===== src/rst_pkg.sv =====
// Constants and types for the reset source tracker
package rst_pkg;
  // ----------------------------------------
  // Register byte addresses
  // ----------------------------------------
  localparam logic [7:0] ADR_CAUSE = 8'h00;
  localparam logic [7:0] ADR_WDCS = 8'h04;
  localparam logic [7:0] ADR_WDCNT = 8'h08;
  localparam logic [7:0] ADR_WDCLK = 8'h0C;
  localparam logic [7:0] ADR_BOCTL = 8'h10;
  localparam logic [7:0] ADR_ISTAT = 8'h14;
  localparam logic [7:0] ADR_ICLR = 8'h18;
  localparam logic [7:0] ADR_IEN = 8'h1C;
  // ----------------------------------------
  // Field positions
  // ----------------------------------------
  localparam int CAUSE_POR_BIT = 1;
  localparam int CAUSE_WD_BIT = 0;
  localparam int WDCS_CNTWE_LOCK = 7;
  localparam int WDCS_CNTWE = 6;
  localparam int WDCS_CSRWE_LOCK = 5;
  localparam int WDCS_CSRWE = 4;
  localparam int WDCS_ON_LOCK = 3;
  localparam int WDCS_ON = 2;
  localparam int WDCS_FLAG_LOCK = 1;
  localparam int WDCS_FLAG = 0;
  localparam int BOCTL_INT_BIT = 5;
  localparam int BOCTL_LVL_BIT = 3;
  // ----------------------------------------
  // Reset values, divider code and count limit
  // ----------------------------------------
  localparam logic WDON_RST = 1'b1;
  localparam logic [3:0] WDCLK_RST = 4'hF;
  localparam logic [3:0] WDCLK_DIV8192 = 4'hF;
  localparam logic [7:0] BOCTL_RST = 8'h28;
  localparam logic [7:0] WDCNT_RST = 8'h00;
  localparam logic [7:0] WD_MAX = 8'hFF;
  // ----------------------------------------
  // Counter widths and timing counts
  // ----------------------------------------
  localparam int PRESC_WIDTH = 13;
  localparam int DLY_WIDTH = 18;
  localparam int WD_DIV_CYCLES = 8192;
  localparam int BO_DELAY_CYCLES = 131072;
  localparam int WD_RST_CYCLES = 4;
  // ----------------------------------------
  // Types
  // ----------------------------------------
  typedef enum logic [2:0] {
    ST_POR = 3'b000,
    ST_RUN = 3'b001,
    ST_BROWN = 3'b010,
    ST_BODLY = 3'b011,
    ST_EXT = 3'b100,
    ST_WD = 3'b101
  } rst_state_e;
  typedef struct packed {
    logic wd;
    logic ext;
    logic bo;
  } rst_evt_s;
endpackage


===== src/rst_source_tracker.sv =====
// Reset generation, reset cause flags and watchdog
`timescale 1ns/10ps
// Behaviour
// - Supply at or below detect level asserts internal reset.
// - On supply recovery restart prescaler, release after 131072 clocks.
// - Power-on reset holds internal reset until it is released.
// - Watchdog counts up after power-on release with no software action.
// - Watchdog overflow asserts internal reset.
// - Low external reset pin puts device into reset.
// - Cause flags: 10 power/brownout, 00 pin, 01 watchdog.
// - Upper six cause register bits reserved, read zero.
// - Prescaler is 13-bit, increments every clock.
// - Watchdog counter 8-bit read/write, ticks at clock over 8192.
// - Watchdog enabled from reset, runs automatically on release.
// - Watchdog control gates its own and counter writes, shows state.
// - Brownout control sets detector options and level select.
// - Power/brownout flag set by that reset, cleared by writing zero.
// - Watchdog flag set by watchdog, cleared by other resets or zero.
// - Counter wrap FF to 00 is the overflow.
module rst_source_tracker #(
  parameter int BO_DELAY_CYCLES = rst_pkg::BO_DELAY_CYCLES,
  parameter int WD_DIV_CYCLES = rst_pkg::WD_DIV_CYCLES
) (
  // Clock and power-on reset
  input wire logic clock_in,
  input wire logic reset_n_in,
  // Reset sources
  input wire logic supply_low_in,
  input wire logic ext_reset_n_in,
  // Wishbone slave
  input wire logic wb_cyc_in,
  input wire logic wb_stb_in,
  input wire logic wb_we_in,
  input wire logic [7:0] wb_adr_in,
  input wire logic [3:0] wb_sel_in,
  input wire logic [31:0] wb_dat_in,
  output logic [31:0] wb_dat_out,
  output logic wb_ack_out,
  // Status outputs
  output logic internal_reset_out,
  output logic level_select_out,
  output logic ext_compare_off_out,
  output logic irq_out
);

  // ----------------------------------------
  // Declarations
  // ----------------------------------------
  rst_pkg::rst_state_e state_q;
  rst_pkg::rst_state_e state_d;
  rst_pkg::rst_evt_s evt;
  logic [rst_pkg::PRESC_WIDTH-1:0] presc_q;
  logic [rst_pkg::DLY_WIDTH-1:0] dly_q;
  logic [7:0] wd_cnt_q;
  logic [3:0] wd_clk_q;
  logic [7:0] boctl_q;
  logic [2:0] istat_q;
  logic [2:0] ien_q;
  logic wd_on_q;
  logic cnt_we_q;
  logic csr_we_q;
  logic por_flag_q;
  logic wd_flag_q;
  logic ack_q;
  logic [31:0] rdat_q;
  logic take;
  logic wr;
  logic [7:0] wdat;
  logic tick;
  logic wd_ovf;
  logic bo_start;

  localparam logic [rst_pkg::PRESC_WIDTH-1:0] PRESC_LAST =
    rst_pkg::PRESC_WIDTH'(WD_DIV_CYCLES - 1);
  localparam logic [rst_pkg::DLY_WIDTH-1:0] BO_LAST =
    rst_pkg::DLY_WIDTH'(BO_DELAY_CYCLES - 1);
  localparam logic [rst_pkg::DLY_WIDTH-1:0] WD_LAST =
    rst_pkg::DLY_WIDTH'(rst_pkg::WD_RST_CYCLES - 1);

  function automatic logic wr_to(input logic [7:0] adr);
    wr_to = wr && (wb_adr_in == adr);
  endfunction

  // ----------------------------------------
  // Bus slave
  // ----------------------------------------
  assign take = wb_cyc_in && wb_stb_in && !ack_q;
  assign wr = take && wb_we_in && wb_sel_in[0];
  assign wdat = wb_dat_in[7:0];
  assign wb_ack_out = ack_q;
  assign wb_dat_out = rdat_q;

  always_ff @(posedge clock_in or negedge reset_n_in) begin
    if (!reset_n_in) begin
      ack_q <= 1'b0;
    end else begin
      ack_q <= take;
    end
  end

  always_ff @(posedge clock_in or negedge reset_n_in) begin
    if (!reset_n_in) begin
      rdat_q <= 32'h0;
    end else if (take && !wb_we_in) begin
      case (wb_adr_in)
        rst_pkg::ADR_CAUSE: rdat_q <= {30'h0, por_flag_q, wd_flag_q};
        rst_pkg::ADR_WDCS: rdat_q <= {24'h0, 1'b1, cnt_we_q, 1'b1, csr_we_q,
                                      1'b1, wd_on_q, 1'b1, wd_flag_q};
        rst_pkg::ADR_WDCNT: rdat_q <= {24'h0, wd_cnt_q};
        rst_pkg::ADR_WDCLK: rdat_q <= {28'h0, wd_clk_q};
        rst_pkg::ADR_BOCTL: rdat_q <= {24'h0, boctl_q};
        rst_pkg::ADR_ISTAT: rdat_q <= {29'h0, istat_q};
        rst_pkg::ADR_IEN: rdat_q <= {29'h0, ien_q};
        default: rdat_q <= 32'h0;
      endcase
    end
  end

  // ----------------------------------------
  // Reset sequencer
  // ----------------------------------------
  always_comb begin
    state_d = state_q;
    if (supply_low_in) begin
      state_d = rst_pkg::ST_BROWN;
    end else if (!ext_reset_n_in) begin
      state_d = rst_pkg::ST_EXT;
    end else begin
      case (state_q)
        rst_pkg::ST_POR: state_d = rst_pkg::ST_RUN;
        rst_pkg::ST_BROWN: state_d = rst_pkg::ST_BODLY;
        rst_pkg::ST_BODLY: begin
          if (dly_q == BO_LAST) begin
            state_d = rst_pkg::ST_RUN;
          end
        end
        rst_pkg::ST_EXT: state_d = rst_pkg::ST_RUN;
        rst_pkg::ST_WD: begin
          if (dly_q == WD_LAST) begin
            state_d = rst_pkg::ST_RUN;
          end
        end
        rst_pkg::ST_RUN: begin
          if (wd_ovf) begin
            state_d = rst_pkg::ST_WD;
          end
        end
        default: state_d = rst_pkg::ST_POR;
      endcase
    end
  end

  always_ff @(posedge clock_in or negedge reset_n_in) begin
    if (!reset_n_in) begin
      state_q <= rst_pkg::ST_POR;
    end else begin
      state_q <= state_d;
    end
  end

  // Any source not in run holds the reset
  assign internal_reset_out = (state_q != rst_pkg::ST_RUN);
  assign bo_start = (state_q == rst_pkg::ST_BROWN) && (state_d == rst_pkg::ST_BODLY);

  always_ff @(posedge clock_in or negedge reset_n_in) begin
    if (!reset_n_in) begin
      dly_q <= '0;
    end else if (state_d != state_q) begin
      dly_q <= '0;
    end else begin
      dly_q <= dly_q + 1'b1;
    end
  end

  // ----------------------------------------
  // Prescaler and watchdog
  // ----------------------------------------
  always_ff @(posedge clock_in or negedge reset_n_in) begin
    if (!reset_n_in) begin
      presc_q <= '0;
    end else if (bo_start || presc_q == PRESC_LAST) begin
      presc_q <= '0;
    end else begin
      presc_q <= presc_q + 1'b1;
    end
  end

  assign tick = (presc_q == PRESC_LAST) && (wd_clk_q == rst_pkg::WDCLK_DIV8192);
  assign wd_ovf = tick && wd_on_q && (wd_cnt_q == rst_pkg::WD_MAX);

  always_ff @(posedge clock_in or negedge reset_n_in) begin
    if (!reset_n_in) begin
      wd_cnt_q <= rst_pkg::WDCNT_RST;
    end else if (internal_reset_out) begin
      wd_cnt_q <= rst_pkg::WDCNT_RST;
    end else if (wr_to(rst_pkg::ADR_WDCNT) && cnt_we_q) begin
      wd_cnt_q <= wdat;
    end else if (tick && wd_on_q) begin
      wd_cnt_q <= wd_cnt_q + 8'h01;
    end
  end

  always_ff @(posedge clock_in or negedge reset_n_in) begin
    if (!reset_n_in) begin
      wd_on_q <= rst_pkg::WDON_RST;
      cnt_we_q <= 1'b0;
      csr_we_q <= 1'b0;
    end else if (internal_reset_out) begin
      wd_on_q <= rst_pkg::WDON_RST;
      cnt_we_q <= 1'b0;
      csr_we_q <= 1'b0;
    end else if (wr_to(rst_pkg::ADR_WDCS)) begin
      if (!wdat[rst_pkg::WDCS_CNTWE_LOCK]) begin
        cnt_we_q <= wdat[rst_pkg::WDCS_CNTWE];
      end
      if (!wdat[rst_pkg::WDCS_CSRWE_LOCK]) begin
        csr_we_q <= wdat[rst_pkg::WDCS_CSRWE];
      end
      if (!wdat[rst_pkg::WDCS_ON_LOCK] && csr_we_q) begin
        wd_on_q <= wdat[rst_pkg::WDCS_ON];
      end
    end
  end

  always_ff @(posedge clock_in or negedge reset_n_in) begin
    if (!reset_n_in) begin
      wd_clk_q <= rst_pkg::WDCLK_RST;
    end else if (wr_to(rst_pkg::ADR_WDCLK)) begin
      wd_clk_q <= wdat[3:0];
    end
  end

  always_ff @(posedge clock_in or negedge reset_n_in) begin
    if (!reset_n_in) begin
      boctl_q <= rst_pkg::BOCTL_RST;
    end else if (wr_to(rst_pkg::ADR_BOCTL)) begin
      boctl_q <= {2'b00, wdat[rst_pkg::BOCTL_INT_BIT], 1'b0,
                  wdat[rst_pkg::BOCTL_LVL_BIT], 3'b000};
    end
  end
  assign level_select_out = boctl_q[rst_pkg::BOCTL_LVL_BIT];
  assign ext_compare_off_out = boctl_q[rst_pkg::BOCTL_INT_BIT];

  // ----------------------------------------
  // Cause flags
  // ----------------------------------------
  always_ff @(posedge clock_in or negedge reset_n_in) begin
    if (!reset_n_in) begin
      por_flag_q <= 1'b1;
    end else if (state_q == rst_pkg::ST_BROWN) begin
      por_flag_q <= 1'b1;
    end else if (wr_to(rst_pkg::ADR_CAUSE) && !wdat[rst_pkg::CAUSE_POR_BIT]) begin
      por_flag_q <= 1'b0;
    end
  end

  always_ff @(posedge clock_in or negedge reset_n_in) begin
    if (!reset_n_in) begin
      wd_flag_q <= 1'b0;
    end else if (wd_ovf && state_q == rst_pkg::ST_RUN) begin
      wd_flag_q <= 1'b1;
    end else if (state_q == rst_pkg::ST_BROWN || state_q == rst_pkg::ST_EXT) begin
      wd_flag_q <= 1'b0;
    end else if (wr_to(rst_pkg::ADR_CAUSE) && !wdat[rst_pkg::CAUSE_WD_BIT]) begin
      wd_flag_q <= 1'b0;
    end else if (wr_to(rst_pkg::ADR_WDCS) && csr_we_q &&
                 !wdat[rst_pkg::WDCS_FLAG_LOCK] && !wdat[rst_pkg::WDCS_FLAG]) begin
      wd_flag_q <= 1'b0;
    end
  end

  // ----------------------------------------
  // Interrupts
  // ----------------------------------------
  assign evt.bo = (state_q != rst_pkg::ST_BROWN) && (state_d == rst_pkg::ST_BROWN);
  assign evt.ext = (state_q != rst_pkg::ST_EXT) && (state_d == rst_pkg::ST_EXT);
  assign evt.wd = (state_q != rst_pkg::ST_WD) && (state_d == rst_pkg::ST_WD);

  always_ff @(posedge clock_in or negedge reset_n_in) begin
    if (!reset_n_in) begin
      istat_q <= 3'h0;
    end else if (wr_to(rst_pkg::ADR_ICLR)) begin
      istat_q <= (istat_q & ~wdat[2:0]) | evt;
    end else begin
      istat_q <= istat_q | evt;
    end
  end

  always_ff @(posedge clock_in or negedge reset_n_in) begin
    if (!reset_n_in) begin
      ien_q <= 3'h0;
    end else if (wr_to(rst_pkg::ADR_IEN)) begin
      ien_q <= wdat[2:0];
    end
  end

  assign irq_out = |(istat_q & ien_q);
endmodule // rst_source_tracker


===== config.mk =====
export PLATFORM = sky130hd
export DESIGN_NAME = rst_source_tracker
export DESIGN_NICKNAME = d
export VERILOG_FILES = /design/src/rst_pkg.sv /design/src/rst_source_tracker.sv
export SDC_FILE = /design/constraint.sdc
export NUM_CORES = 1
export LEC_CHECK = 0
export BUFFER_PORTS_ARGS = -buffer_cell sky130_fd_sc_hd__buf_2
export CORE_UTILIZATION = 54
export CTS_BUF_LIST = sky130_fd_sc_hd__clkbuf_16
export CTS_CLUSTER_SIZE = 16
export DETAILED_ROUTE_END_ITERATION = 7
export PLACE_DENSITY = 0.8
export SLEW_MARGIN = 15
export SYNTH_ARGS = -nofsm -noshare
export SYNTH_HDL_FRONTEND = slang
export SYNTH_SLANG_ARGS = --single-unit

===== constraint.sdc =====
create_clock -name clock_in -period 2.8 [get_ports clock_in]
set_input_delay 0 -clock clock_in [delete_from_list [all_inputs] [get_ports clock_in]]
set_output_delay 0 -clock clock_in [all_outputs]
set_load 0.02 [all_outputs]

==> out/results.ini, run 1 <==
[synthesis]
ys_types=55
yosys-top-cells-area=dfrtp_1, dfstp_2, buf_4
synth_top_area_share_pct=38.9
netlist_instances=396
synth_area_per_cell_um2=9.73
synthFlopType=dfrtp_1
synth-seq-cells=68
async_flop_share_pct=100
synth.yosys.seq_area_share_pct=44.4
synth_edf_count=0
syn-cell-area_um2=3850
synth_warnings=0
synth_top_cell_by_area=dfrtp_1

[power_and_ir_drop]
powerDensity_nw_per_um2=585
p_clk_share_pct=47.9
p_comb_share_pct=10.1
p_seq_share_pct=42.0
p_int_uw=2000
switching_share_pct=23.7
p_leak_uw=0.00192
p_switching_uw=621
irDropWorstVdd_mv=0.466

[sta]
rsz0062_at_grt=no
post-route-min-period_ps=2700
whs_ps=17.8
setup_viol=0
period_share_pct=96.5
drv_slew=0
hold_viol=0
slew_headroom_pct=44.3
skew_ps=6.36
worstMarginPinSlew_ps=824
fmax_ghz=0.370
fin_tns_setup_ps=0

[run_status]
status=finished clean

[routing]
first_iter_violations=294
drtAntennaViolNets=0
drt_wl_total_mm=8.69
drc_errors=0
vias=3143
first_pass_iters=4
routedWlPerCell_um=16.0
viasPerCell=5.77

[floorplan]
io_pins=88
std_cell_rows=30
dieArea_um2=7480
coreArea_um2=6830
dieWidth_um=86.5
die_h_um=86.5
start_util_pct=56.4

[clock_network]
insertion_delay_ps=320
cts_tree=yes
clock-sinks=68
root_buffer=clkbuf_16
postCtsSetupBuffers=0
clk_path_buf_depth=2
cts.clk_slew.worst_paths_ps=50
htree_levels=3
cts-buffers-inserted=9

[grt]
antenna_found_initial=0
grt_pass1_vias=2907
grt_pass1_wl_mm=14.2
grt_max_degree=35
grt.total_usage_pct=24.6
grt-ovfl-total=0

[critical_path]
critPathLaunchType=flip-flop
critPathKind=reg2reg
worst_setup_path_end_kind=flip-flop
crit_path_max_fanout=7
worstPathRequired_ps=3050
arrival_ps=2950

[flow_run]
drv_cap=0

[place]
place_congestion=0.853
portBuffers=36
dpl.hpwl_mm=6.03

[cells_and_area]
antenna_cells=0
final_nets=499
synthToLayoutAreaGrowth_pct=16.1
num-fill-cells=542
drive_gt1_share_pct=21.8

[min_path]
hold_class=in2reg

-- cell families (layout without fill, tap and decap cells) --
logic type,after synthesis,in the layout,share of synthesized area [%]
buffers and inverters,53,83,8.11
other,1,24,0.0973
multiplexers,16,16,4.48
adder cells (fa/ha/maj),3,3,0.974
AND/OR/NAND/NOR,145,145,20.5
flip-flops,68,68,44.4
AO/OA/AOI/OAI,76,76,13.7
XOR/XNOR,34,34,7.72
-- synthesized netlist by cell type (all sizes together) (6+ instances only) --
cell and count:
nor4 14, mux2i 6, dfrtp 60, nand4 13, mux2 10, xnor2 19, nor3 8, or4 6
nand3 18, xor2 15, nor2 29, o21ai 15, dfstp 8, nand2 27, a21oi 29, clkbuf 9
buf 31, a22o 11, and3 6, inv 13
-- cell usage in the layout (no fill, tap or decap), drive strengths merged, types with 3 or more instances in the layout --
cell type | Yosys | layout
or3 | 3 | 3
dfrtp | 60 | 60
or4 | 6 | 6
dlygate4sd3 | 0 | 7
a211oi | 4 | 4
ha | 3 | 3
and3 | 6 | 6
inv | 13 | 13
clkinv | 0 | 3
conb | 1 | 24
bufinv | 0 | 3
xor2 | 15 | 15
nor2b | 3 | 3
nand3 | 18 | 18
nor4 | 14 | 14
mux2i | 6 | 6
mux2 | 10 | 10
buf | 31 | 48
nor3 | 8 | 8
xnor2 | 19 | 19
nand2 | 27 | 27
nor2 | 29 | 29
dfstp | 8 | 8
a22o | 11 | 11
clkbuf | 9 | 9
and4 | 3 | 3
nand2b | 3 | 3
o21ai | 15 | 15
a21oi | 29 | 29
nand4 | 13 | 13
-- layout make-up --
type / count / area (um^2) / area share (%)
inverters: 13 / 48.8 / 1.09
repair buffers: 55 / 340 / 7.60
clock buffers: 9 / 225 / 5.03
flip-flops and latches: 68 / 1710 / 38.2
well taps: 96 / 120 / 2.68
clock inverters: 6 / 104 / 2.32
multi-input cells: 298 / 1930 / 43.0
-- layer usage --
| metal | global-route usage (%) | wire length [um] |
|---|---|---|
| met5 | 0 | 0 |
| met4 | 8.33 | 175 |
| met3 | 5.52 | 423 |
| met2 | 39.6 | 4140 |
| met1 | 32.8 | 3960 |
-- power groups by stage --
stage | registers (uW) | logic, uW | clock network, uW
2_1_floorplan | 1100 | 206 | 0
3_3_place_gp | 1110 | 248 | 0
3_5_place_dp | 1110 | 255 | 0
4_1_cts | 1100 | 265 | 1270
5_1_grt | 1100 | 294 | 1320
6_report | 1100 | 266 | 1250
-- final timing paths --
path | startpoint | end | slack [ps] | cells past startpoint
min | wb_dat_in[0] | ien_q[0] | 20 | 2
min reg2reg | dly_q[0] | dly_q[0] | 480 | 1
max | presc_q[0] | dly_q[5] | 100 | 7
max in group asynchronous | reset_n_in | wd_on_q | 1690 | 3
max reg2reg | presc_q[0] | dly_q[5] | 100 | 7
min in group asynchronous | reset_n_in | dly_q[12] | 290 | 2
-- repair_timing --
item / in CTS / in global routing
setup endpoints to repair: 0 / 11
hold buffers: 7 / 0
gates resized for setup: 0 / 1
endpoints found under the hold margin: 38 / 0
-- worst max-delay path, cell delays in order, from the launching register on --
cell	delay, ps
dfrtp_1	380
ha_1	240
nand3_4	120
or4_4	580
or4_4	580
a211o_4	390
buf_4	180
a21oi_1	140
-- metrics by stage --
step	setup WS, ps	utilization (%)	std cells	cell area (um^2)	total power (uW)
after floorplan	254	-	419	3940	1310
after global routing	12.7	65.5	545	4480	2720
after global placement	137	59.5	523	4070	1360
final	97.9	65.5	545	4480	2620
after CTS	56.9	65.4	545	4470	2640
after detailed placement	88.8	59.5	523	4070	1370
-- state kept, by name, indices dropped and copies added, names as in the netlist --
signal / count
state_q: 3
istat_q: 3
wb_dat_out: 8
presc_q: 13
wd_clk_q: 4
cnt_we_q: 1
wd_cnt_q: 8
csr_we_q: 1
dly_q: 18
wd_on_q: 1
por_flag_q: 1
wd_flag_q: 1
boctl_q: 2
ien_q: 3
wb_ack_out: 1
Note: power is estimated with default switching activity, not from simulation.
==> run 2, diff against run 1 <==
Settings changed: HOLD_SLACK_MARGIN set to 0.08, SKIP_LAST_GASP set to 1.
==> out/results.ini, run 2 (synthesized netlist as in run 1, its figures left out) <==
[routing]
first_iter_violations=282  ; -4.1%
routedWlPerCell_um=16.0  ; about the same
drt_wl_total_mm=8.82  ; +1.5%
first_pass_iters=7  ; +3
vias=3191  ; +1.5%
drc_errors=0  ; unchanged
drtAntennaViolNets=0  ; unchanged
viasPerCell=5.77  ; about the same

[clock_network]
insertion_delay_ps=330  ; about the same
clk_path_buf_depth=2  ; unchanged
htree_levels=3  ; unchanged
cts-buffers-inserted=9  ; unchanged
cts_tree=yes
root_buffer=clkbuf_16
cts.clk_slew.worst_paths_ps=50  ; about the same
clock-sinks=68  ; unchanged
postCtsSetupBuffers=0  ; unchanged

[critical_path]
slowest_stage=or4_4
critPathKind=reg2reg
crit-reg2reg-launch=presc_q[0]
critPathLaunchType=flip-flop
reg2reg_depth=7  ; unchanged
crit_path_max_fanout=7  ; unchanged
slowest_delay_ps=580  ; about the same
worst_setup_path_end_kind=flip-flop
crit_chain=ha_1, nand3_4, or4_4, or4_4, a211o_4, buf_4, a21oi_1
arrival_ps=2950  ; about the same
critPathBufInv=1  ; unchanged
regToRegEndpoint=dly_q[5]
rrSetupSlack_ps=100  ; about the same
cpLargestDelayFamily=simple AND/OR/NAND/NOR gates
cpMostUsedCell=or4_4
worstPathRequired_ps=3050  ; about the same

[grt]
grt_pass1_vias=2958  ; +1.8%
grt_pass1_wl_mm=14.3  ; +0.78%
grt.total_usage_pct=24.7  ; +0.14 points
grt_max_degree=35  ; unchanged
antenna_found_initial=0  ; unchanged
grt-ovfl-total=0  ; unchanged

[place]
pre_cts_slack_ps=88.8  ; unchanged
dp_cells=523  ; unchanged
dpl.hpwl_mm=6.03  ; unchanged
place_congestion=0.853  ; unchanged
portBuffers=36  ; unchanged

[sta]
hold_viol=0  ; unchanged
period_share_pct=96.6  ; about the same
fmax_ghz=0.370  ; about the same
post-route-min-period_ps=2700  ; +2.27 ps
setup_ws_ps=95.7  ; -2.27 ps
fin_tns_setup_ps=0  ; unchanged
drv_slew=0  ; unchanged
slew_headroom_pct=43.4  ; -0.87 points
setup_viol=0  ; unchanged
skew_ps=5.86  ; -0.497 ps
whs_ps=191  ; +174 ps
rsz0062_at_grt=no
worstMarginPinSlew_ps=837  ; +12.9 ps

[floorplan]
io_pins=88  ; unchanged
dieWidth_um=86.5  ; unchanged
coreArea_um2=6830  ; unchanged
start_util_pct=56.4  ; unchanged
std_cell_rows=30  ; unchanged
dieArea_um2=7480  ; unchanged
die_h_um=86.5  ; unchanged

[min_path]
hold_path_end=por_flag_q
hold_class=in2reg
min_from=wb_adr_in[2]
whs_path_depth=4  ; +2

[cells_and_area]
largest_reg_flops=18  ; unchanged
top_register=dly_q
antenna_cells=0  ; unchanged
synthToLayoutAreaGrowth_pct=18.2
biggestRegsByFlops=dly_q (18), presc_q (13)
final_cells=553  ; +1.5%
layout_common_cells=dfrtp_1, buf_2, nor2_1, nand2_1, conb_1
final_nets=507  ; +1.6%
final_common_cell=dfrtp_1
drive_gt1_share_pct=21.4  ; -0.38 points

[power_and_ir_drop]
p_leak_uw=0.00195  ; +1.4%
powerDensity_nw_per_um2=576  ; -1.5%
irDropWorstVdd_mv=0.467  ; about the same

[flow_run]
drv_cap=0  ; unchanged

[run_status]
status=finished clean

run 2: per-stage QoR:
| step | utilization (%) | power, uW | instance area [um^2] |
|---|---|---|---|
| after global routing | 66.7 | 2720 | 4560 |
| final | 66.7 | 2620 | 4560 |
| after global placement | 59.5 | 1360 | 4070 |
| after CTS | 66.6 | 2640 | 4550 |
| after floorplan | - | 1310 | 3940 |
| after detailed placement | 59.5 | 1370 | 4070 |
run 2: worst min-delay path, stage by stage:
cell and delay (ps):
buf_2 170, or3_1 170, o31ai_1 70, nand2_1 70
run 2: worst max path at each step:
stage / from / to / slack [ps] / cells after the start
after floorplan: presc_q[0] / dly_q[10] / 250 / 8
after global placement: presc_q[0] / dly_q[5] / 140 / 7
after detailed placement: presc_q[0] / dly_q[5] / 90 / 7
after CTS: presc_q[0] / dly_q[5] / 60 / 7
after global routing: presc_q[0] / dly_q[5] / 10 / 7
final: presc_q[0] / dly_q[5] / 100 / 7
run 2: where the power goes:
group | internal (uW) | leakage (uW) | switching [uW]
Combinational | 106 | 0.000892 | 167
Sequential | 1040 | 0.000890 | 59.9
Clock | 857 | 0.000163 | 395
Total | 2000 | 0.00195 | 622
run 2: area by class of cell:
type,instances,area (um^2)
fill,533,2280
multi-input combinational,298,1930
sequential,68,1710
timing repair buffer,63,420
clock buffer,9,225
tap,96,120
clock inverter,6,104
inverter,13,48.8
run 2: repair_timing:
item                                   in CTS  in global routing
gates resized for setup                     0                  1
endpoints found under the hold margin      56                  0
setup endpoints to repair                   0                 11
hold buffers                               15                  0
run 2: per-layer routing:
layer / part of all wire [%] / wire, um / GRT usage [%] / vias up
met1: 45 / 3950 / 33.1 / 1537
met5: 0 / 0 / 0 / -
met4: 2.5 / 222 / 8.64 / 0
met2: 47 / 4170 / 39.8 / 128
li1: - / - / - / 1500
met3: 5.4 / 476 / 5.33 / 26
==> run 3, diff against run 2 <==
Settings changed: CORE_ASPECT_RATIO set to 2, PLACE_DENSITY 0.8 to 0.85, REMOVE_ABC_BUFFERS set to 1.
==> out/results.ini, run 3 (synthesized netlist as in run 1, its figures left out) <==
[routing]
viasPerCell=5.92  ; +2.6%
first_pass_iters=5  ; -2
drc_errors=0  ; unchanged
first_iter_violations=318  ; +13%
vias=3220  ; +0.91%
routedWlPerCell_um=17.4  ; +8.8%
drt_wl_total_mm=9.45  ; +7.0%
drtAntennaViolNets=0  ; unchanged

[cells_and_area]
largest_reg_flops=18  ; unchanged
num-fill-cells=530  ; -0.56%
final_core_util_pct=63.9  ; -2.7 points
final_nets=504  ; -0.59%
top_register=dly_q
final_common_cell=dfrtp_1
antenna_cells=0  ; unchanged
synthToLayoutAreaGrowth_pct=15.1
biggestRegsByFlops=dly_q (18), presc_q (13)
layout_common_cells=dfrtp_1, buf_2, nor2_1, nand2_1, conb_1
drive_gt1_share_pct=20.5  ; -0.96 points

[clock_network]
cts-buffers-inserted=9  ; unchanged
cts.clk_slew.worst_paths_ps=50  ; about the same
cts_tree=yes
htree_levels=3  ; unchanged
clk_path_buf_depth=2  ; unchanged
clock-sinks=68  ; unchanged
insertion_delay_ps=340  ; about the same
root_buffer=clkbuf_16

[grt]
antenna_found_initial=0  ; unchanged
grt_pass1_wl_mm=15.3  ; +6.6%
grt-ovfl-total=0  ; unchanged
grt_max_degree=69  ; +97%
grt_pass1_vias=3177  ; +7.4%
grt.total_usage_pct=28.3  ; +3.6 points

[sta]
whs_ps=180  ; -11.7 ps
drv_slew=0  ; unchanged
rsz0062_at_grt=no
skew_ps=5.99  ; +0.127 ps
setup_viol=0  ; unchanged
slew_headroom_pct=43.1  ; -0.33 points
post-route-min-period_ps=2680  ; -20.0 ps
period_share_pct=95.9  ; -0.71 points
fmax_ghz=0.373  ; +0.74%
hold_viol=0  ; unchanged
worstMarginPinSlew_ps=854  ; +16.7 ps
fin_tns_setup_ps=0  ; unchanged

[flow_run]
drv_cap=0  ; unchanged

[min_path]
min_from=wb_adr_in[2]
hold_class=in2reg

[place]
portBuffers=36  ; unchanged
dpl.hpwl_mm=6.55  ; +8.7%
place_congestion=0.960  ; +13%

[critical_path]
worstPathRequired_ps=3050  ; about the same
crit_start=presc_q[0]
critPathLaunchType=flip-flop
crit_path_max_fanout=18  ; +11
crit-reg2reg-launch=presc_q[0]
arrival_ps=2940  ; about the same
critPathKind=reg2reg
worst_setup_path_end_kind=flip-flop

[power_and_ir_drop]
powerDensity_nw_per_um2=532  ; -7.7%
irDropWorstVdd_mv=0.447  ; -4.3%
power_uw=2360  ; -10%
p_leak_uw=0.00190  ; -2.3%

[floorplan]
dieArea_um2=7500  ; +0.28%
std_cell_rows=43  ; +43%
io_pins=88  ; unchanged
die_h_um=121  ; +40%
start_util_pct=55.5  ; -0.89 points
dieWidth_um=61.7  ; -29%
coreArea_um2=6940  ; +1.6%

[run_status]
status=finished clean

-- run 3: final timing paths --
| kind | end | slack [ps] | cells past startpoint |
|---|---|---|---|
| worst max register to register | dly_q[1] | 120 | 7 |
| max in group asynchronous | presc_q[11] | 1850 | 3 |
| worst max-delay path | dly_q[1] | 120 | 7 |
| worst min register to register | dly_q[0] | 480 | 1 |
| worst min-delay path | por_flag_q | 180 | 4 |
| min in group asynchronous | wb_dat_out[0] | 390 | 3 |
-- run 3: routing by layer --
metal | routed length [um] | part of all wire [%] | global-route usage [%]
met5 | 0 | 0 | 0
met1 | 3280 | 35 | 27.7
met2 | 5260 | 56 | 47.6
met4 | 464 | 4.9 | 18.8
met3 | 441 | 4.7 | 9.38
-- run 3: report_power, final --
part / leakage [uW] / switching [uW] / internal (uW) / total (uW)
Sequential: 0.000890 / 69.9 / 1040 / 1110
Combinational: 0.000879 / 167 / 107 / 275
Clock: 0.000133 / 399 / 577 / 976
Total: 0.00190 / 636 / 1720 / 2360
-- run 3: layout make-up --
cell class | instances | area [um^2] | area share, %
multi-input combinational | 298 | 1920 | 43.2
tap | 90 | 113 | 2.54
clock inverter | 6 | 25.0 | 0.564
sequential | 68 | 1710 | 38.6
clock buffer | 9 | 225 | 5.07
inverter | 13 | 48.8 | 1.10
timing repair buffer | 60 | 395 | 8.91
-- run 3: per-stage QoR --
| stage | setup slack (ps) | area (um^2) | cells |
|---|---|---|---|
| floorplan | 139 | 3680 | 379 |
| global placement | 178 | 4050 | 515 |
| detailed placement | 117 | 4050 | 515 |
| CTS | 90.0 | 4440 | 544 |
| global route | 33.8 | 4440 | 544 |
| finish | 116 | 4440 | 544 |
-- run 3: timing repair --
item                                    CTS  global route
endpoints found under the setup margin    0             1
hold buffers                             14             0
endpoints found under the hold margin    86             0
resized for setup                         0             1
buffers inserted                          0             0
-- run 3: critical path, stage by stage (launching register included) --
cell	delay, ps
dfrtp_1	390
ha_2	230
nand3_4	120
or4_4	580
or4_4	560
a211o_1	310
buf_4	220
a21boi_0	190
